File: config.mk
export PLATFORM = sky130hd
export DESIGN_NAME = afc_analog_front_end_ctrl
export DESIGN_NICKNAME = d
export VERILOG_FILES = /design/src/rtl/afc_pkg.sv /design/src/rtl/afc_analog_front_end_ctrl.sv
export SDC_FILE = /design/constraint.sdc
export NUM_CORES = 1
export LEC_CHECK = 0
export BUFFER_PORTS_ARGS = -buffer_cell sky130_fd_sc_hd__buf_2
export CAP_MARGIN = 20
export CORE_UTILIZATION = 35
export DETAILED_ROUTE_END_ITERATION = 10
export PLACE_DENSITY = 0.62
export SLEW_MARGIN = 20
export SYNTH_ARGS = -nofsm -noshare
export SYNTH_HDL_FRONTEND = slang
export SYNTH_SLANG_ARGS = --single-unit
File: constraint.sdc
create_clock -name clock -period 13.4 [get_ports clock]
set_input_delay 2.01 -clock clock [delete_from_list [all_inputs] [get_ports clock]]
set_output_delay 2.01 -clock clock [all_outputs]
set_load 0.03 [all_outputs]
File: src/rtl/afc_pkg.sv
// Purpose: Constants for the converter sequencer and compare window block
// Assumes: Classic Wishbone, 32-bit data, byte addresses
// Notes:   Offsets are chosen locally; fields follow the extended mode layout
package afc_pkg;
    // ------------------------------------------------------------
    // Register offsets
    // ------------------------------------------------------------
    localparam logic [7:0] OFF_MODE   = 8'h04;
    localparam logic [7:0] OFF_SEQ_LO = 8'h08;
    localparam logic [7:0] OFF_SEQ_HI = 8'h0c;
    localparam logic [7:0] OFF_CHEN   = 8'h18;
    localparam logic [7:0] OFF_LCDR   = 8'h20;
    localparam logic [7:0] OFF_ISR    = 8'h30;
    localparam logic [7:0] OFF_IMR    = 8'h34;
    localparam logic [7:0] OFF_EMR    = 8'h38;
    localparam logic [7:0] OFF_CWR    = 8'h3c;
    localparam logic [7:0] OFF_DIFFERENTIAL_SELECT   = 8'h40;
    // ------------------------------------------------------------
    // Field positions
    // ------------------------------------------------------------
    localparam int MODE_USER_SEQ = 31;
    localparam int MODE_TRG_EN   = 0;
    localparam int MODE_TRG_SEL  = 1;
    localparam int EMR_KIND_LO   = 0;
    localparam int EMR_SEL_LO    = 3;
    localparam int EMR_ALL       = 9;
    localparam int EMR_FILT_LO   = 12;
    localparam int EMR_RESOL_LO  = 16;
    localparam int EMR_TAG       = 24;
    localparam int EMR_SIGN_LO   = 25;
    localparam int CWR_HIGH_LO   = 16;
    localparam int ISR_WINDOW    = 26;
    localparam int ISR_DONE      = 24;
    localparam int LCDR_TAG_LO   = 24;
    localparam int SLOTS         = 12;
    localparam int SLOT_W        = 4;
    localparam logic [31:0] RESET_ZERO = 32'h0000_0000;
    // ------------------------------------------------------------
    // Resolution and compare encodings
    // ------------------------------------------------------------
    localparam logic [2:0] RESOL_PLAIN12 = 3'h0;
    localparam logic [2:0] RESOL_TEN     = 3'h1;
    localparam logic [1:0] CMP_LOW     = 2'h0;
    localparam logic [1:0] CMP_HIGH    = 2'h1;
    localparam logic [1:0] CMP_IN      = 2'h2;
    localparam logic [1:0] CMP_OUT     = 2'h3;
    localparam logic [1:0] SIGN_ALL_UNSIGNED = 2'h2;
    localparam logic [1:0] SIGN_ALL_SIGNED   = 2'h3;
    typedef enum logic [1:0] {S_IDLE, S_START, S_WAIT, S_NEXT} afc_state_t;
endpackage

File: src/rtl/afc_analog_front_end_ctrl.sv
// Purpose: Sequencer, averaging, channel tag and window comparator of the converter
// Assumes: Analog core takes a channel and start, returns a 12-bit sample with done
// Notes:   Registers on classic Wishbone, one cycle ack
//
// Operation
// RULE_01 - With user sequence on, convert in order of the twelve sequence slots
// RULE_02 - Slots may hold any channels, repeated channels convert once per slot
// RULE_03 - A slot whose channel is disabled is skipped; the code tests the enable bit indexed by slot number, not by channel
// RULE_04 - Sequences start from a timer output or the PWM event line
// RULE_05 - Slot order applies only when user sequence enable is set
// RULE_06 - Each result raises a DMA request, cleared by reading the result
// RULE_07 - Compare kind: below low, above high, inside, outside window
// RULE_08 - Compare every channel bit compares all channels, else selected one
// RULE_09 - Compared channel select chooses the channel only when not comparing all
// RULE_10 - Flag rises after filter value plus one consecutive events
// RULE_11 - Flag shows in interrupt status and requests interrupt when enabled
// RULE_12 - One read/write register holds low and high thresholds
// RULE_13 - Software programs thresholds in the same signedness as results
// RULE_14 - Comparing all channels needs all-signed or all-unsigned interpretation
// RULE_15 - Differential select bit 0 single-ended, 1 differential, reset single-ended
// RULE_16 - Each channel has its own single-ended or differential setting
// RULE_17 - Resolution field picks 12, 10 bits or 4 to 256 sample averages
// RULE_18 - Channel tag enable appends channel number to last result, else zero
// RULE_19 - A compared result that misses the condition restarts the event count
// RULE_20 - Compare follows averaging, with that channel's sign interpretation
//
// Added by the designer: register access over Wishbone and the register offsets.
`timescale 1ns/100ps
module afc_analog_front_end_ctrl #(
    parameter int CHANNELS = 12
) (
    // System
    input  wire logic        clock,
    input  wire logic        rst_b,
    // Wishbone slave
    input  wire logic        wb_cyc_i,
    input  wire logic        wb_stb_i,
    input  wire logic        wb_we_i,
    input  wire logic [7:0]  wb_adr_i,
    input  wire logic [3:0]  wb_sel_i,
    input  wire logic [31:0] wb_dat_i,
    output logic      [31:0] wb_dat_o,
    output logic             wb_ack_o,
    // Trigger sources, asynchronous
    input  wire logic        timer_trigger,
    input  wire logic        pwm_event,
    // Analog core
    output logic      [4:0]  conv_channel,
    output logic             conv_differential,
    output logic             conv_start,
    input  wire logic        conv_done,
    input  wire logic [11:0] conv_sample,
    // System requests
    output logic             dma_request,
    output logic             irq
);
    initial begin
        if (CHANNELS < 1 || CHANNELS > 16)
            $error("CHANNELS must be 1 to 16");
    end

    // ------------------------------------------------------------
    // Register bus
    // ------------------------------------------------------------
    logic [31:0] mode_reg, seq_lo_reg, seq_hi_reg, chen_reg, emr_reg, cwr_reg, differential_select_reg;
    logic [31:0] lcdr_reg, imr_reg;
    logic        flag_reg, done_reg, ack_reg;
    logic        bus_wr, bus_rd;
    logic        flag_set;

    // Write lands on the edge at which the master samples ack high
    assign bus_wr   = wb_cyc_i && wb_stb_i && wb_we_i && ack_reg;
    assign bus_rd   = wb_cyc_i && wb_stb_i && !wb_we_i && !ack_reg;
    assign wb_ack_o = ack_reg;

    function automatic logic [31:0] merge(input logic [31:0] old, input logic [31:0] nw,
                                          input logic [3:0] sel);
        logic [31:0] r;
        r = old;
        for (int i = 0; i < 4; i++)
            if (sel[i]) r[i*8 +: 8] = nw[i*8 +: 8];
        return r;
    endfunction

    always_ff @(posedge clock or negedge rst_b) begin
        if (!rst_b) begin
            mode_reg   <= afc_pkg::RESET_ZERO;
            seq_lo_reg <= afc_pkg::RESET_ZERO;
            seq_hi_reg <= afc_pkg::RESET_ZERO;
            chen_reg   <= afc_pkg::RESET_ZERO;
            emr_reg    <= afc_pkg::RESET_ZERO;
            cwr_reg    <= afc_pkg::RESET_ZERO;
            differential_select_reg   <= afc_pkg::RESET_ZERO;   // see RULE_15
            imr_reg    <= afc_pkg::RESET_ZERO;
        end else if (bus_wr) begin
            unique case (wb_adr_i)
                afc_pkg::OFF_MODE:   mode_reg   <= merge(mode_reg, wb_dat_i, wb_sel_i);
                afc_pkg::OFF_SEQ_LO: seq_lo_reg <= merge(seq_lo_reg, wb_dat_i, wb_sel_i);
                afc_pkg::OFF_SEQ_HI: seq_hi_reg <= merge(seq_hi_reg, wb_dat_i, wb_sel_i);
                afc_pkg::OFF_CHEN:   chen_reg   <= merge(chen_reg, wb_dat_i, wb_sel_i);
                afc_pkg::OFF_EMR:    emr_reg    <= merge(emr_reg, wb_dat_i, wb_sel_i);
                afc_pkg::OFF_CWR:    cwr_reg    <= merge(cwr_reg, wb_dat_i, wb_sel_i); // see RULE_12
                afc_pkg::OFF_DIFFERENTIAL_SELECT:   differential_select_reg   <= merge(differential_select_reg, wb_dat_i, wb_sel_i); // see RULE_16
                afc_pkg::OFF_IMR:    imr_reg    <= merge(imr_reg, wb_dat_i, wb_sel_i);
                default: ;
            endcase
        end
    end

    always_ff @(posedge clock or negedge rst_b) begin
        if (!rst_b) begin
            ack_reg  <= 1'b0;
            wb_dat_o <= afc_pkg::RESET_ZERO;
        end else begin
            ack_reg <= wb_cyc_i && wb_stb_i && !ack_reg;
            unique case (wb_adr_i)
                afc_pkg::OFF_MODE:   wb_dat_o <= mode_reg;
                afc_pkg::OFF_SEQ_LO: wb_dat_o <= seq_lo_reg;
                afc_pkg::OFF_SEQ_HI: wb_dat_o <= seq_hi_reg;
                afc_pkg::OFF_CHEN:   wb_dat_o <= chen_reg;
                afc_pkg::OFF_LCDR:   wb_dat_o <= lcdr_reg;
                afc_pkg::OFF_ISR: begin
                    wb_dat_o <= afc_pkg::RESET_ZERO;
                    wb_dat_o[afc_pkg::ISR_WINDOW] <= flag_reg;   // see RULE_11
                    wb_dat_o[afc_pkg::ISR_DONE]   <= done_reg;
                end
                afc_pkg::OFF_IMR:    wb_dat_o <= imr_reg;
                afc_pkg::OFF_EMR:    wb_dat_o <= emr_reg;
                afc_pkg::OFF_CWR:    wb_dat_o <= cwr_reg;
                afc_pkg::OFF_DIFFERENTIAL_SELECT:   wb_dat_o <= differential_select_reg;
                default:             wb_dat_o <= afc_pkg::RESET_ZERO;
            endcase
        end
    end

    // ------------------------------------------------------------
    // Trigger synchronisers
    // ------------------------------------------------------------
    logic [1:0] tmr_sync, pwm_sync;
    logic       trig_last;
    logic       trig_level, trig_rise;

    always_ff @(posedge clock or negedge rst_b) begin
        if (!rst_b) begin
            tmr_sync  <= 2'h0;
            pwm_sync  <= 2'h0;
            trig_last <= 1'b0;
        end else begin
            tmr_sync  <= {tmr_sync[0], timer_trigger};
            pwm_sync  <= {pwm_sync[0], pwm_event};
            trig_last <= trig_level;
        end
    end

    assign trig_level = mode_reg[afc_pkg::MODE_TRG_SEL] ? pwm_sync[1] : tmr_sync[1]; // see RULE_04
    assign trig_rise  = mode_reg[afc_pkg::MODE_TRG_EN] && trig_level && !trig_last;

    // ------------------------------------------------------------
    // Sequencer
    // ------------------------------------------------------------
    afc_pkg::afc_state_t state_reg;
    logic [3:0]  slot_reg;
    logic [4:0]  chan_reg;
    logic [8:0]  avg_cnt_reg;
    logic [19:0] acc_reg;
    logic        user_order;
    logic [3:0]  slot_chan;
    logic [2:0]  resol;
    logic [8:0]  avg_total;
    logic        acc_last;

    assign user_order = mode_reg[afc_pkg::MODE_USER_SEQ];
    assign resol      = emr_reg[afc_pkg::EMR_RESOL_LO +: 3];

    // Channel held in a slot when user order is on, else slot number itself;
    // all sources are arguments so the assignment follows register writes
    function automatic logic [3:0] slot_to_chan(input logic [3:0] s, input logic [63:0] all,
                                                input logic user);
        return user ? all[s*afc_pkg::SLOT_W +: afc_pkg::SLOT_W] : s; // see RULE_01 RULE_05
    endfunction

    assign slot_chan = slot_to_chan(slot_reg, {seq_hi_reg, seq_lo_reg}, user_order);

    always_comb begin
        unique case (resol)
            3'h2:    avg_total = 9'h004;
            3'h3:    avg_total = 9'h010;
            3'h4:    avg_total = 9'h040;
            3'h5:    avg_total = 9'h100;
            default: avg_total = 9'h001;
        endcase
    end
    assign acc_last = (avg_cnt_reg + 9'h001) == avg_total;

    always_ff @(posedge clock or negedge rst_b) begin
        if (!rst_b) begin
            state_reg   <= afc_pkg::S_IDLE;
            slot_reg    <= 4'h0;
            chan_reg    <= 5'h00;
            avg_cnt_reg <= 9'h000;
        end else begin
            unique case (state_reg)
                afc_pkg::S_IDLE: if (trig_rise) begin
                    slot_reg  <= 4'h0;
                    state_reg <= afc_pkg::S_NEXT;
                end
                afc_pkg::S_NEXT: begin
                    if (slot_reg >= 4'(afc_pkg::SLOTS)) state_reg <= afc_pkg::S_IDLE;
                    else if (chen_reg[slot_reg] && int'(slot_chan) < CHANNELS) begin
                        chan_reg    <= {1'b0, slot_chan};   // see RULE_02
                        avg_cnt_reg <= 9'h000;
                        state_reg   <= afc_pkg::S_START;
                    end else slot_reg <= slot_reg + 4'h1;   // see RULE_03
                end
                afc_pkg::S_START: state_reg <= afc_pkg::S_WAIT;
                afc_pkg::S_WAIT: if (conv_done) begin
                    if (acc_last) begin
                        slot_reg  <= slot_reg + 4'h1;
                        state_reg <= afc_pkg::S_NEXT;
                    end else begin
                        avg_cnt_reg <= avg_cnt_reg + 9'h001;
                        state_reg   <= afc_pkg::S_START;
                    end
                end
            endcase
        end
    end

    assign conv_start        = state_reg == afc_pkg::S_START;
    assign conv_channel      = chan_reg;
    assign conv_differential = differential_select_reg[chan_reg];   // see RULE_15 RULE_16

    // ------------------------------------------------------------
    // Averaging and result
    // ------------------------------------------------------------
    logic [19:0] acc_sum;
    logic [15:0] result;
    logic        result_valid;

    assign acc_sum      = (avg_cnt_reg == 9'h000 ? 20'h00000 : acc_reg) + {8'h00, conv_sample};
    assign result_valid = state_reg == afc_pkg::S_WAIT && conv_done && acc_last;

    always_comb begin   // see RULE_17
        unique case (resol)
            afc_pkg::RESOL_PLAIN12: result = {4'h0, acc_sum[11:0]};
            afc_pkg::RESOL_TEN:     result = {6'h00, acc_sum[11:2]};
            3'h2:                 result = {3'h0, acc_sum[13:1]};
            3'h3:                 result = {2'h0, acc_sum[15:2]};
            3'h4:                 result = {1'h0, acc_sum[17:3]};
            3'h5:                 result = acc_sum[19:4];
            default:              result = {4'h0, acc_sum[11:0]};
        endcase
    end

    logic lcdr_read;
    assign lcdr_read = bus_rd && wb_adr_i == afc_pkg::OFF_LCDR;

    always_ff @(posedge clock or negedge rst_b) begin
        if (!rst_b) begin
            acc_reg  <= 20'h00000;
            lcdr_reg <= afc_pkg::RESET_ZERO;
            done_reg <= 1'b0;
        end else begin
            if (state_reg == afc_pkg::S_WAIT && conv_done) acc_reg <= acc_sum;
            if (result_valid) begin
                lcdr_reg <= {3'h0, emr_reg[afc_pkg::EMR_TAG] ? chan_reg : 5'h00,
                             8'h00, result};   // see RULE_18
            end
            if (result_valid) done_reg <= 1'b1;   // see RULE_06
            else if (lcdr_read) done_reg <= 1'b0;
        end
    end
    assign dma_request = done_reg;   // see RULE_06

    // ------------------------------------------------------------
    // Window comparator
    // ------------------------------------------------------------
    logic [1:0]  kind, filt, cnt_reg, sign_mode;
    logic        compared, signed_cmp, below, above, hit;
    logic [15:0] low_th, high_th;
    logic        isr_read;

    assign kind      = emr_reg[afc_pkg::EMR_KIND_LO +: 2];
    assign filt      = emr_reg[afc_pkg::EMR_FILT_LO +: 2];
    assign sign_mode = emr_reg[afc_pkg::EMR_SIGN_LO +: 2];
    assign low_th    = cwr_reg[15:0];
    assign high_th   = cwr_reg[afc_pkg::CWR_HIGH_LO +: 16];
    // Signed when all-signed, when the channel is differential in mode 0, or single-ended in mode 1
    assign signed_cmp = sign_mode == afc_pkg::SIGN_ALL_SIGNED ||
                        (sign_mode == 2'h0 && differential_select_reg[chan_reg]) ||
                        (sign_mode == 2'h1 && !differential_select_reg[chan_reg]);   // see RULE_20 RULE_13
    assign compared  = emr_reg[afc_pkg::EMR_ALL] ||
                       chan_reg == emr_reg[afc_pkg::EMR_SEL_LO +: 5];  // see RULE_08 RULE_09
    assign below = signed_cmp ? $signed(result) < $signed(low_th) : result < low_th;
    assign above = signed_cmp ? $signed(result) > $signed(high_th) : result > high_th;

    always_comb begin   // see RULE_07
        unique case (kind)
            afc_pkg::CMP_LOW:  hit = below;
            afc_pkg::CMP_HIGH: hit = above;
            afc_pkg::CMP_IN:   hit = !below && !above;
            afc_pkg::CMP_OUT:  hit = below || above;
        endcase
    end

    assign flag_set = result_valid && compared && hit && cnt_reg == filt;   // see RULE_10
    assign isr_read = bus_rd && wb_adr_i == afc_pkg::OFF_ISR;

    always_ff @(posedge clock or negedge rst_b) begin
        if (!rst_b) begin
            cnt_reg  <= 2'h0;
            flag_reg <= 1'b0;
        end else begin
            if (result_valid && compared) begin
                if (!hit) cnt_reg <= 2'h0;                 // see RULE_19
                else if (cnt_reg == filt) cnt_reg <= 2'h0;
                else cnt_reg <= cnt_reg + 2'h1;            // see RULE_10
            end
            if (flag_set) flag_reg <= 1'b1;   // Set wins over read clear
            else if (isr_read) flag_reg <= 1'b0;
        end
    end

    assign irq = flag_reg && imr_reg[afc_pkg::ISR_WINDOW];   // see RULE_11
endmodule

==> run summary, run 1 <==
Once the clock tree was built, the setup fixing pass inserted 0 buffers. The maximum number of pins on one net before global-route repair was 93; the aggregate global routing overflow was 0. The relative area change from synthesis to final layout came out at 13.6%.

In this run the core area contains 83 standard-cell rows. The critical path in this run is classified as reg -> reg. The part of the Yosys area used for sequential elements is 48.8%. The initial core utilization came out at 35.6%.

After floorplanning, the core was sized to cover 51,500 µm². The run gives 0.148 GHz as the maximum operating frequency. Among cell families on the critical path, the largest total delay comes from compound AO/OA/AOI/OAI gates. The largest single stage delay on the critical path is 0.60 ns. The count of buffering cells on the critical path with inverters included came out at 2. The total I/O pin count is 106, and the normalized max-slew margin is 23.3%.

After synthesis, the share of flip-flops with an asynchronous set or reset is 100%. Summed over all cells, the static leakage comes to 9.74 nW. The peak fanout along the critical path is 20.

The critical path data arrival time came out at 7.20 ns. Net count of the mapped netlist: 1,699. The logs give 53,200 µm² for the overall die area and 38,400 µm for the half-perimeter wire length after detailed placement. Number of vias per cell after detailed routing: 5.78. The count of H-tree levels built during CTS was 2. The transition time of the tightest slew-check pin came out at 1.15 ns.

Ranked by total cell area, the synthesized netlist is headed by dfrtp_1, mux2_2, a22oi_1. The post-cts repair resize count is 0, and the count of endpoints failing setup in the final report is 0. The logs give 19,500 µm² for the cell area reported after detailed placement and 81.0 µV for the worst supply voltage drop on vdd. The number of nets still failing antenna checks after routing came out at 0. The tools report the antenna diode count as 0. The routability-driven placement congestion ratio was 0.888. Counting tap cells, the placed design contains a total of 2,309 instances. The slowest stage of the critical path belongs to the cell a221oi_1.

The worst setup path is captured at a register. The layout has 4,947 filler cells. The tools report the total number of vias as 13,800.

TritonCTS built the clock tree. Max-cap violations in this run came to 0. Setup repair after global routing left no endpoint under its margin. Yosys printed 0 warnings. The most used flip-flop cell after synthesis is dfrtp_1. The die span in x is 231 µm. The buffer cell driving the clock tree root is clkbuf_16.

After detailed routing, the average wire length per cell comes to 22.9 µm. Cells fill 40.4% of the core in the end. Total negative slack: 0 ns. Setup slack on the worst reg-to-reg path comes out at 6.63 ns. Library cell with the largest summed area after synthesis: dfrtp_1. The logs give 13,800 for the via count of the first global-routing pass and 0 for the remaining design rule violation count. After clock tree synthesis, the clock-pin slew on the worst setup and hold paths is 0.06 ns. For the net total in the final layout, the log shows 1,783. Per report_power, the combinational group accounts for 25.5% of the total. For this block, the initial DRC count from the detailed router was 1,228. For the post-route non-filler standard cell count, the log shows 2,381. Clock tree synthesis inserted a total of 40 buffers.

The ratio of total power to cell area came out at 149 nW/µm². The first-pass GRT wire length is 84,300 µm, and the number of synthesized register bits is 357. Between clock sinks in the finished design, the worst skew comes to 0.0216 ns.

The cell count after synthesis was 1,588. At the later pin of the worst-skew pair, clock insertion delay measures 0.57 ns. The floorplan step set the die height to 231 µm.

STA puts the critical path data required time at 13.83 ns. The total wire length is 54,400 µm, and the mean post-synth cell area is 11.5 µm². The worst path setup slack after routing is 6.63 ns.

Cells with a size suffix above 1 make up 28.3% of the layout. The leading cell type in the layout, fill and taps excluded was dfrtp_1. The switching part of the total power was 33.3%; the quantity of I/O buffers inserted on ports was 104. The finished cells cover 20,800 µm². For this design the total switching power over the nets is 1.03 mW.

The run gives 87 as the number of distinct standard cells referenced by the synthesized netlist. In the layout the commonest cells are dfrtp_1, mux2_2, nand2_1, buf_2, o21ai_0. The pre-antenna-repair detailed-routing pass consisted of 6 iterations. Registers take 8930 µm².

The routed design could run at a clock period as short as 6.77 ns. The logs give 357 for the clock sink total and 35.2% for the share of power burned in the clock network. The area fraction of the dominant cell type after synthesis works out to 48.8%. The startpoint type of the worst setup path is a register.

The tools report the buffer depth of the longest clock path as 3. The worst slack at placement was 6.55 ns. The number of antenna violations at the first check in global routing is 3, and the total of hold buffers inserted after clock tree synthesis is 0.

The number of pins with negative max-slew slack in the final report was 0; the proportion of power drawn by flip-flops and latches was 39.3%. Cell internal power was estimated by the tool at 2.06 mW. The run gives 18,300 µm² as the area of the mapped netlist.

The run finished with clean final reports. The worst hold path belongs to the class reg -> reg. Dividing the final minimum period by the clock period gives 50.5%. Number of enable-type register cells in the synthesized netlist: 0.

For the final hold violation count, the log shows 0. The tools report the area of the multi-input gates as 8850 µm². All-layer global routing usage: 20.7%.
routing by layer:
metal / vias up / GRT usage [%] / wire [µm] / part of all wire [%]
met5: - / 0 / 32 / 0.059
met4: 6 / 7.49 / 1830 / 3.4
met3: 116 / 3.88 / 3600 / 6.6
met2: 500 / 33.2 / 25400 / 47
met1: 7067 / 28.0 / 23600 / 43
li1: 6074 / - / - / -
power groups by stage:
stage | Clock [mW] | Combinational [mW] | Sequential, mW
CTS | 1.11 | 0.775 | 1.22
global placement | 0 | 0.751 | 1.24
finish | 1.09 | 0.789 | 1.21
global route | 1.15 | 0.878 | 1.22
floorplan | 0 | 0.585 | 1.18
detailed placement | 0 | 0.771 | 1.24
logic make-up after synthesis:
| logic type | after synthesis | synth area share (%) |
|---|---|---|
| flip-flops | 357 | 48.8 |
| buffers and inverters | 131 | 3.01 |
| other | 1 | 0.0205 |
| multiplexers | 298 | 19.8 |
| AND/OR/NAND/NOR | 361 | 9.68 |
| adder cells (fa/ha/maj) | 47 | 3.25 |
| XOR/XNOR | 28 | 1.46 |
| AO/OA/AOI/OAI | 365 | 14.0 |
area by class of cell:
| cell class | count | share of cell area (%) |
|---|---|---|
| flip-flops and latches | 357 | 42.9 |
| repair buffers | 123 | 3.27 |
| clock inverters | 13 | 0.631 |
| well taps | 680 | 4.09 |
| clock buffers | 58 | 5.62 |
| inverters | 50 | 0.902 |
| multi-input cells | 1100 | 42.6 |
metrics by stage:
step / hold slack, ns / total power [mW]
after floorplan: 0.331 / 1.77
after global routing: 0.353 / 3.25
after global placement: 0.345 / 1.99
final: 0.346 / 3.09
after CTS: 0.349 / 3.11
after detailed placement: 0.346 / 2.01
Yosys cell counts (all sizes together) (7+ instances only):
library cell / n
a21o: 12
a21oi: 37
a222oi: 33
a22o: 18
a22oi: 86
and2: 22
and3: 25
buf: 24
clkbuf: 57
dfrtp: 357
ha: 46
inv: 49
mux2: 254
mux2i: 18
mux4: 26
nand2: 140
nand2b: 14
nand3: 36
nor2: 61
nor2b: 11
nor3: 13
nor3b: 8
o211ai: 7
o21ai: 114
o31ai: 7
xnor2: 15
xor2: 13
final timing paths:
kind / startpoint / to / cells after the start
max reg2reg: avg_cnt_reg[0]$_DFFE_PN0P_ / flag_reg$_DFFE_PN0P_ / 25
max in group asynchronous: rst_b / cwr_reg[16]$_DFFE_PN0P_ / 4
min in group asynchronous: rst_b / acc_reg[1]$_DFFE_PN0P_ / 1
min: tmr_sync[0]$_DFF_PN0_ / tmr_sync[1]$_DFF_PN0_ / 0
max: avg_cnt_reg[0]$_DFFE_PN0P_ / flag_reg$_DFFE_PN0P_ / 25
min reg2reg: tmr_sync[0]$_DFF_PN0_ / tmr_sync[1]$_DFF_PN0_ / 0
(Power assumes the default switching activity.)
==> run 2, diff against run 1 <==
PLACE_DENSITY = 0.64   (was 0.62)
clock period = 5.73 ns   (was 13.4 ns; I/O delays follow)
==> run 2 against run 1 <==
Compared with the run above:
- non-clock buffer count rose by 57
- critical path type unchanged
- critical path depth rose by 1
- first-iteration DRC count rose by 17%
- critical endpoint is now cnt_reg[1]$_DFFE_PN0P_
- clock-buffer cell count rose by 3
- highest routed layer unchanged
==> run summary, run 2 (synthesized netlist as in run 1, its figures left out) <==
Leaving out fill and tap cells, the most frequent cells in the layout are dfrtp_1, mux2_2, nand2_1, buf_2, o21ai_0. The peak fanout along the critical path is 4. The remaining design rule violation count is 0.

The number of iterations in the first detailed-routing pass was 8; the number of DRC violations after detailed-routing iteration 0 was 1,435. Entering global routing, the biggest net connects 147 pins. In this run the number of H-tree levels came out at 2. Across every metal layer, demand over resource in global routing totals 20.9%. The clock sink total came out at 357. The congestion estimate from routability-driven global placement came to 0.886. The number of nets still failing antenna checks after routing came out at 0.

The run gives 53,200 µm² as the overall die area. The total wire length is 56,100 µm. IR analysis of the VDD net gives a maximum drop of 227 µV. Count of endpoints failing setup in the final report: 0. The number of pins with negative max-slew slack in the final report was 0. The final hold violation count is 0, and the routed length per placed instance is 23.0 µm. The antenna diode count was 0.

Final hold analysis gives a worst-case slack of 0.269 ns. Between clock sinks in the finished design, the worst skew comes to 0.0244 ns. Registers are responsible for 36.5% of the overall power. The logs give 39,300 µm for the half-perimeter wire length after detailed placement and 34.0% for the share of power burned in the clock network. In this run the tightest slew margin relative to its limit is 20.3%. The reg-to-reg startpoint was avg_cnt_reg[0]$_DFFE_PN0P_.

The shortest clock period the worst path allows after layout was 5.52 ns. The first global-routing pass estimated 84,900 µm of wire. Count of standard-cell rows: 83.

Summing over every cut layer, the via total after detailed routing is 13,900. The clock-pin slew on the worst setup and hold paths works out to 0.06 ns. The leading cell type in the layout, fill and taps excluded is dfrtp_1. The via count of the first global-routing pass was 13,900. The core region is 51,500 µm². The worst slack at placement came out at -0.183 ns.

Across all register-to-register paths, the minimum setup slack is 0.21 ns. The leakage component of the power was 10.1 nW; the number of antenna violations at the first check in global routing was 2. The worst path setup slack after routing came out at 0.210 ns.

The worst path required time was 6.17 ns; the die span in x was 231 µm. For this design, the CTS-stage hold fixing added 0 buffers. Classification of the worst-slack hold path: in -> async. The logs give 2,442 for the post-route non-filler standard cell count and 42.1% for the utilization after layout. At the pin with the least slew margin, the transition time is 1.20 ns.

The flow ran to the end, and the final reports show no timing, DRC or antenna violations. The switching power of the nets was 2.61 mW; the number of buffers created by CTS was 42. During placement, the flow inserted port buffers numbering 104. Measured along the y axis, the die boundary spans 231 µm. The type of the setup path with the least slack was reg -> reg. Combinational cells account for 29.5% of the total power. Summed over all layers, the global routing overflow is 0. For the critical path data arrival time, the log shows 5.96 ns. TritonCTS built the clock tree.

Buffer depth of the longest clock path: 3. Of the cells placed in the final design, the portion with a size suffix greater than 1 is 33.4%. The worst setup path is launched from a register. Once placement completed, the tool counted placed cells totaling 2,350.

For this design the ratio of total power to cell area is 362 nW/µm². The logic depth of the worst register-to-register path works out to 26. For this configuration, the core starts out at a cell density of 35.6%.

The switching part of the total power was 33.2%; the maximum operating frequency was 0.181 GHz. STA classifies the critical path endpoint as a register. Using the TritonRoute via totals, the vias-per-cell ratio works out to 5.68. The net total in the final layout came out at 1,842. Internal power comes to 5.25 mW. The relative area change from synthesis to final layout came out at 18.4%. The clock insertion delay at the later pin of the skew report is 0.58 ns. The endpoint identified for the worst register-to-register timing path is cnt_reg[1]$_DFFE_PN0P_. The root buffer cell chosen for the clock tree is clkbuf_16. For the total I/O pin count, the log shows 106.

The final worst-path cycle share was 96.3%. The tool flagged a number of max-cap violations equal to 0.
## run 2: cell count changes in the layout (fill, tap and decap cells not counted), sizes merged
cell and change:
clkbuf +3, buf +57, bufinv +1
## run 2: repair_timing
action / CTS / global route
hold endpoints to repair: 0 / 0
pin swaps: 1 / 30
setup endpoints to repair: 3 / 3
buffers inserted: 1 / 15
gates resized for setup: 5 / 60
## run 2: worst max-delay path, stage by stage (launching register included)
cell and delay [ns]:
dfrtp_1 0.39, inv_2 0.10, ha_4 0.14, nor4b_4 0.22
nand2_2 0.14, buf_6 0.14, nand2_2 0.08, inv_1 0.05
ha_1 0.29, nand3_2 0.09, a21oi_4 0.19, o21a_1 0.17
o211ai_1 0.10, buf_4 0.17, a21boi_2 0.21, xnor2_1 0.19
o211ai_1 0.30, o221ai_2 0.18, ha_1 0.31, nand4_1 0.11
or3_4 0.41, a2111o_1 0.36, o21ai_2 0.20, xnor2_2 0.14
a22o_1 0.25, a311oi_4 0.33, o22ai_1 0.11
## run 2: power by group through the flow
stage / Clock, mW / Combinational (mW) / Sequential, mW
4_1_cts: 2.73 / 2.05 / 2.86
5_1_grt: 2.82 / 2.53 / 2.89
3_3_place_gp: 0 / 1.99 / 2.90
3_5_place_dp: 0 / 2.03 / 2.90
6_report: 2.67 / 2.32 / 2.87
2_1_floorplan: 0 / 1.37 / 2.77
## run 2: through the flow
step | power (mW) | TNS [ns] | instance area (µm²)
after CTS | 7.64 | 0 | 21200
after detailed placement | 4.94 | -0.440 | 19800
after global placement | 4.89 | 0 | 19800
final | 7.85 | 0 | 21700
after floorplan | 4.14 | 0 | 18300
after global routing | 8.24 | -0.288 | 21700
## run 2: final cells by class
| class | count | area [µm²] |
|---|---|---|
| tap | 680 | 851 |
| clock buffer | 61 | 1220 |
| inverter | 50 | 188 |
| multi-input combinational | 1100 | 9200 |
| timing repair buffer | 180 | 1150 |
| fill | 4918 | 29800 |
| sequential | 357 | 8930 |
| clock inverter | 14 | 148 |
## run 2: worst max path at each step
stage	cells after the start	startpoint	slack (ns)	to
after CTS	27	avg_cnt_reg[0]$_DFFE_PN0P_	0.01	cnt_reg[1]$_DFFE_PN0P_
after detailed placement	26	avg_cnt_reg[1]$_DFFE_PN0P_	-0.18	cnt_reg[0]$_DFFE_PN0P_
final	26	avg_cnt_reg[0]$_DFFE_PN0P_	0.21	cnt_reg[1]$_DFFE_PN0P_
after global placement	26	avg_cnt_reg[1]$_DFFE_PN0P_	0.02	cnt_reg[1]$_DFFE_PN0P_
after global routing	27	avg_cnt_reg[0]$_DFFE_PN0P_	-0.1	cnt_reg[1]$_DFFE_PN0P_
after floorplan	28	avg_cnt_reg[0]$_DFFE_PN0P_	0.009	cnt_reg[1]$_DFFE_PN0P_
## run 2: routing by layer
| layer | vias to the layer above | wire, µm | global-route usage, % |
|---|---|---|---|
| li1 | 6189 | - | - |
| met3 | 111 | 3930 | 3.96 |
| met1 | 7079 | 23600 | 27.8 |
| met4 | 2 | 1860 | 8.13 |
| met5 | - | 17 | 0 |
| met2 | 488 | 26600 | 33.7 |
==> run 3, diff against run 2 <==
PLACE_DENSITY = not set   (was 0.64)
PLACE_DENSITY_LB_ADDON = 0.12   (was not set)
==> run 3 against run 2 <==
Compared with the run above:
- sequential share of layout area hardly changed
- die area stayed put
- critical endpoint is now flag_reg$_DFFE_PN0P_
- clock power is 7.5% higher
- global-route usage is 1.4 points higher
- highest routed layer is now met4
- via count is 1.7% lower
- largest power group unchanged
- register-to-register slack better by 0.095 ns
- routed wire length is 4.4% higher
- critical path type unchanged
==> run summary, run 3 (synthesized netlist as in run 1, its figures left out) <==
The flow ran to the end, and the final reports show no timing, DRC or antenna violations. Across all setup checks in the final design, the least slack found is 0.305 ns. In the final routed layout, each cell accounts on average for 23.9 µm.

The cell area reported after detailed placement came out at 19,900 µm². In the routed design, unresolved DRC markers number 0. After clock tree synthesis, the flow added hold-fix buffers numbering 0. After layout, the minimum clock period comes to 5.42 ns.

For the worst setup path, the data required time is 6.20 ns. The logs give 0 for the number of antenna violations at the first check in global routing and 41,000 µm for the half-perimeter wire length after detailed placement. The logs give 89,200 µm for the first-pass GRT wire length and 51,500 µm² for the total core area.

During placement, the flow inserted port buffers numbering 104. The library cell used most frequently in the layout, excluding fill and tap cells, is dfrtp_1. Setup violations remaining at the end of the flow were counted as 0.

The initialized floorplan defines 83 standard-cell rows. The leakage component of the power was 10.2 nW. For the number of pins with negative max-slew slack in the final report, the log shows 0.

The die extent in y is 231 µm. The startpoint type of the worst setup path is a register. The later pin in the worst-skew pair is clocked with a latency of 0.60 ns. The worst path uses 94.7% of the clock period. Across the routed clock network, the largest skew measured is 0.0379 ns.

The tools report the total I/O pin count as 106. Reg-to-reg startpoint: avg_cnt_reg[1]$_DFFE_PN0P_. Wires add up to 58,500 µm.

The post-route netlist has 32.9% of its cells at a drive strength greater than 1. The ratio of total power to cell area is 369 nW/µm². The antenna diode count is 0, and the die span in x is 231 µm. The clock sink total is 357.

The delay of the slowest cell on the worst path is 0.41 ns. Buffer cell driving the clock tree root: clkbuf_16. The total negative slack was 0 ns; the utilization after layout was 42.1%. The via count of the first global-routing pass came out at 13,900.

The number of maximum-capacitance constraint violations came out at 0. The transition time of the tightest slew-check pin was 1.16 ns. Dividing the detail-routed via count by the number of cells gives 5.57. For the final hold violation count, the log shows 0. In this run the worst hold path is classified as in -> async. In this run the number of H-tree levels came out at 2. TritonCTS built the clock tree. The routability-driven placement congestion ratio is 0.869. For this run the aggregate overflow at the end of global routing stands at 0.

The die covers 53,200 µm². The worst setup path endpoint is flag_reg$_DFFE_PN0P_. Leaving out fill and tap cells, the most frequent cells in the layout are dfrtp_1, mux2_2, nand2_1, buf_2, o21ai_0.

The tools report the timing startpoint of the critical path as avg_cnt_reg[1]$_DFFE_PN0P_. The detailed router finished its first iteration with 1,088 violations. Buffers inserted during clock tree synthesis total 43.

Total number of vias: 13,600. The type of element capturing the critical path is a register. The logs give 3 for the buffer depth of the longest clock path and 134 for the maximum number of pins on one net before global-route repair. The logs give 21,700 µm² for the final instance area and 0.31 ns for the internal reg-to-reg setup slack. The clock-pin slew on the worst setup and hold paths is 0.06 ns. The final layout contains 1,847 nets. Global routing consumed, over all layers together, 22.3% of the routing resources.

The number of iterations in the first detailed-routing pass was 6. The count of nets left with antenna violations once routing finished came out at 0. Relative area change from synthesis to final layout: 18.4%. IR analysis of the VDD net gives a maximum drop of 208 µV. The worst register-to-register path ends at flag_reg$_DFFE_PN0P_. The logic depth of the worst register-to-register path is 25. The worst setup path is of the reg -> reg kind. The tools report the critical path data arrival time as 5.90 ns.

The normalized max-slew margin was 22.4%; the peak fanout along the critical path was 7. On the critical path, the stage with the largest delay is an instance of or3_4. Based on the critical path, the design can be clocked at up to 0.184 GHz. The worst slack at placement was -0.217 ns.

The initial core utilization came out at 35.6%.
==> run 3: cell count changes in the layout (fill, tap and decap cells not counted), sizes merged <==
cell	before	now
clkinvlp	2	0
clkbuf	61	66
buf	180	184
bufinv	2	3
inv	51	50
==> run 3: worst max-delay path: cells and delay by family, from the launching register on <==
family                     cells  cell delay (ns)
buffers and inverters          3             0.43
xor gates and xnor gates       2             0.28
DFF                            1             0.37
muxes                          1             0.10
AOI/OAI and AO/OA             11             2.37
and+or+nand+nor                5             1.02
adders and majority gates      3             0.77
==> run 3: per-layer routing <==
| layer | track usage, % | wire (µm) | vias to the layer above |
|---|---|---|---|
| li1 | - | - | 6202 |
| met1 | 31.8 | 27100 | 7013 |
| met2 | 35.1 | 27300 | 335 |
| met3 | 2.84 | 2620 | 87 |
| met4 | 7.00 | 1490 | 0 |
| met5 | 0 | 0 | - |
==> run 3: stage by stage <==
step	power [mW]	instances	hold WS, ns
after floorplan	4.14	1588	0.331
after global placement	5.04	2365	0.383
after detailed placement	5.05	2365	0.343
after CTS	7.97	2443	0.362
after global routing	8.43	2449	0.384
final	8.01	2449	0.370
==> run 3: how the worst min path moves through the flow <==
stage / start / end / slack, ns / cells after the start
finish: rst_b / acc_reg[2]$_DFFE_PN0P_ / 0.37 / 1
global route: timer_trigger / tmr_sync[0]$_DFF_PN0_ / 0.38 / 1
CTS: timer_trigger / tmr_sync[0]$_DFF_PN0_ / 0.36 / 1
detailed placement: tmr_sync[0]$_DFF_PN0_ / tmr_sync[1]$_DFF_PN0_ / 0.34 / 0
global placement: tmr_sync[0]$_DFF_PN0_ / tmr_sync[1]$_DFF_PN0_ / 0.38 / 0
floorplan: pwm_sync[0]$_DFF_PN0_ / pwm_sync[1]$_DFF_PN0_ / 0.33 / 0
==> run 3: area by class of cell <==
cell class	count	area (µm²)
multi-input combinational	1100	9050
clock buffer	66	1320
clock inverter	12	175
timing repair buffer	184	1160
sequential	357	8930
inverter	50	188
fill	4979	29800
tap	680	851
==> run 3: power by group <==
| group | internal (mW) | total (mW) | switching, mW |
|---|---|---|---|
| clock network | 1.73 | 2.87 | 1.14 |
| registers | 2.66 | 2.88 | 0.221 |
| logic | 0.968 | 2.26 | 1.29 |
==> run 3: repair_timing <==
action                                  CTS  global route
buffers inserted                          0             6
pin swaps                                 3            18
endpoints found under the hold margin     0             0
gates resized for setup                   5            34
endpoints found under the setup margin    3             3
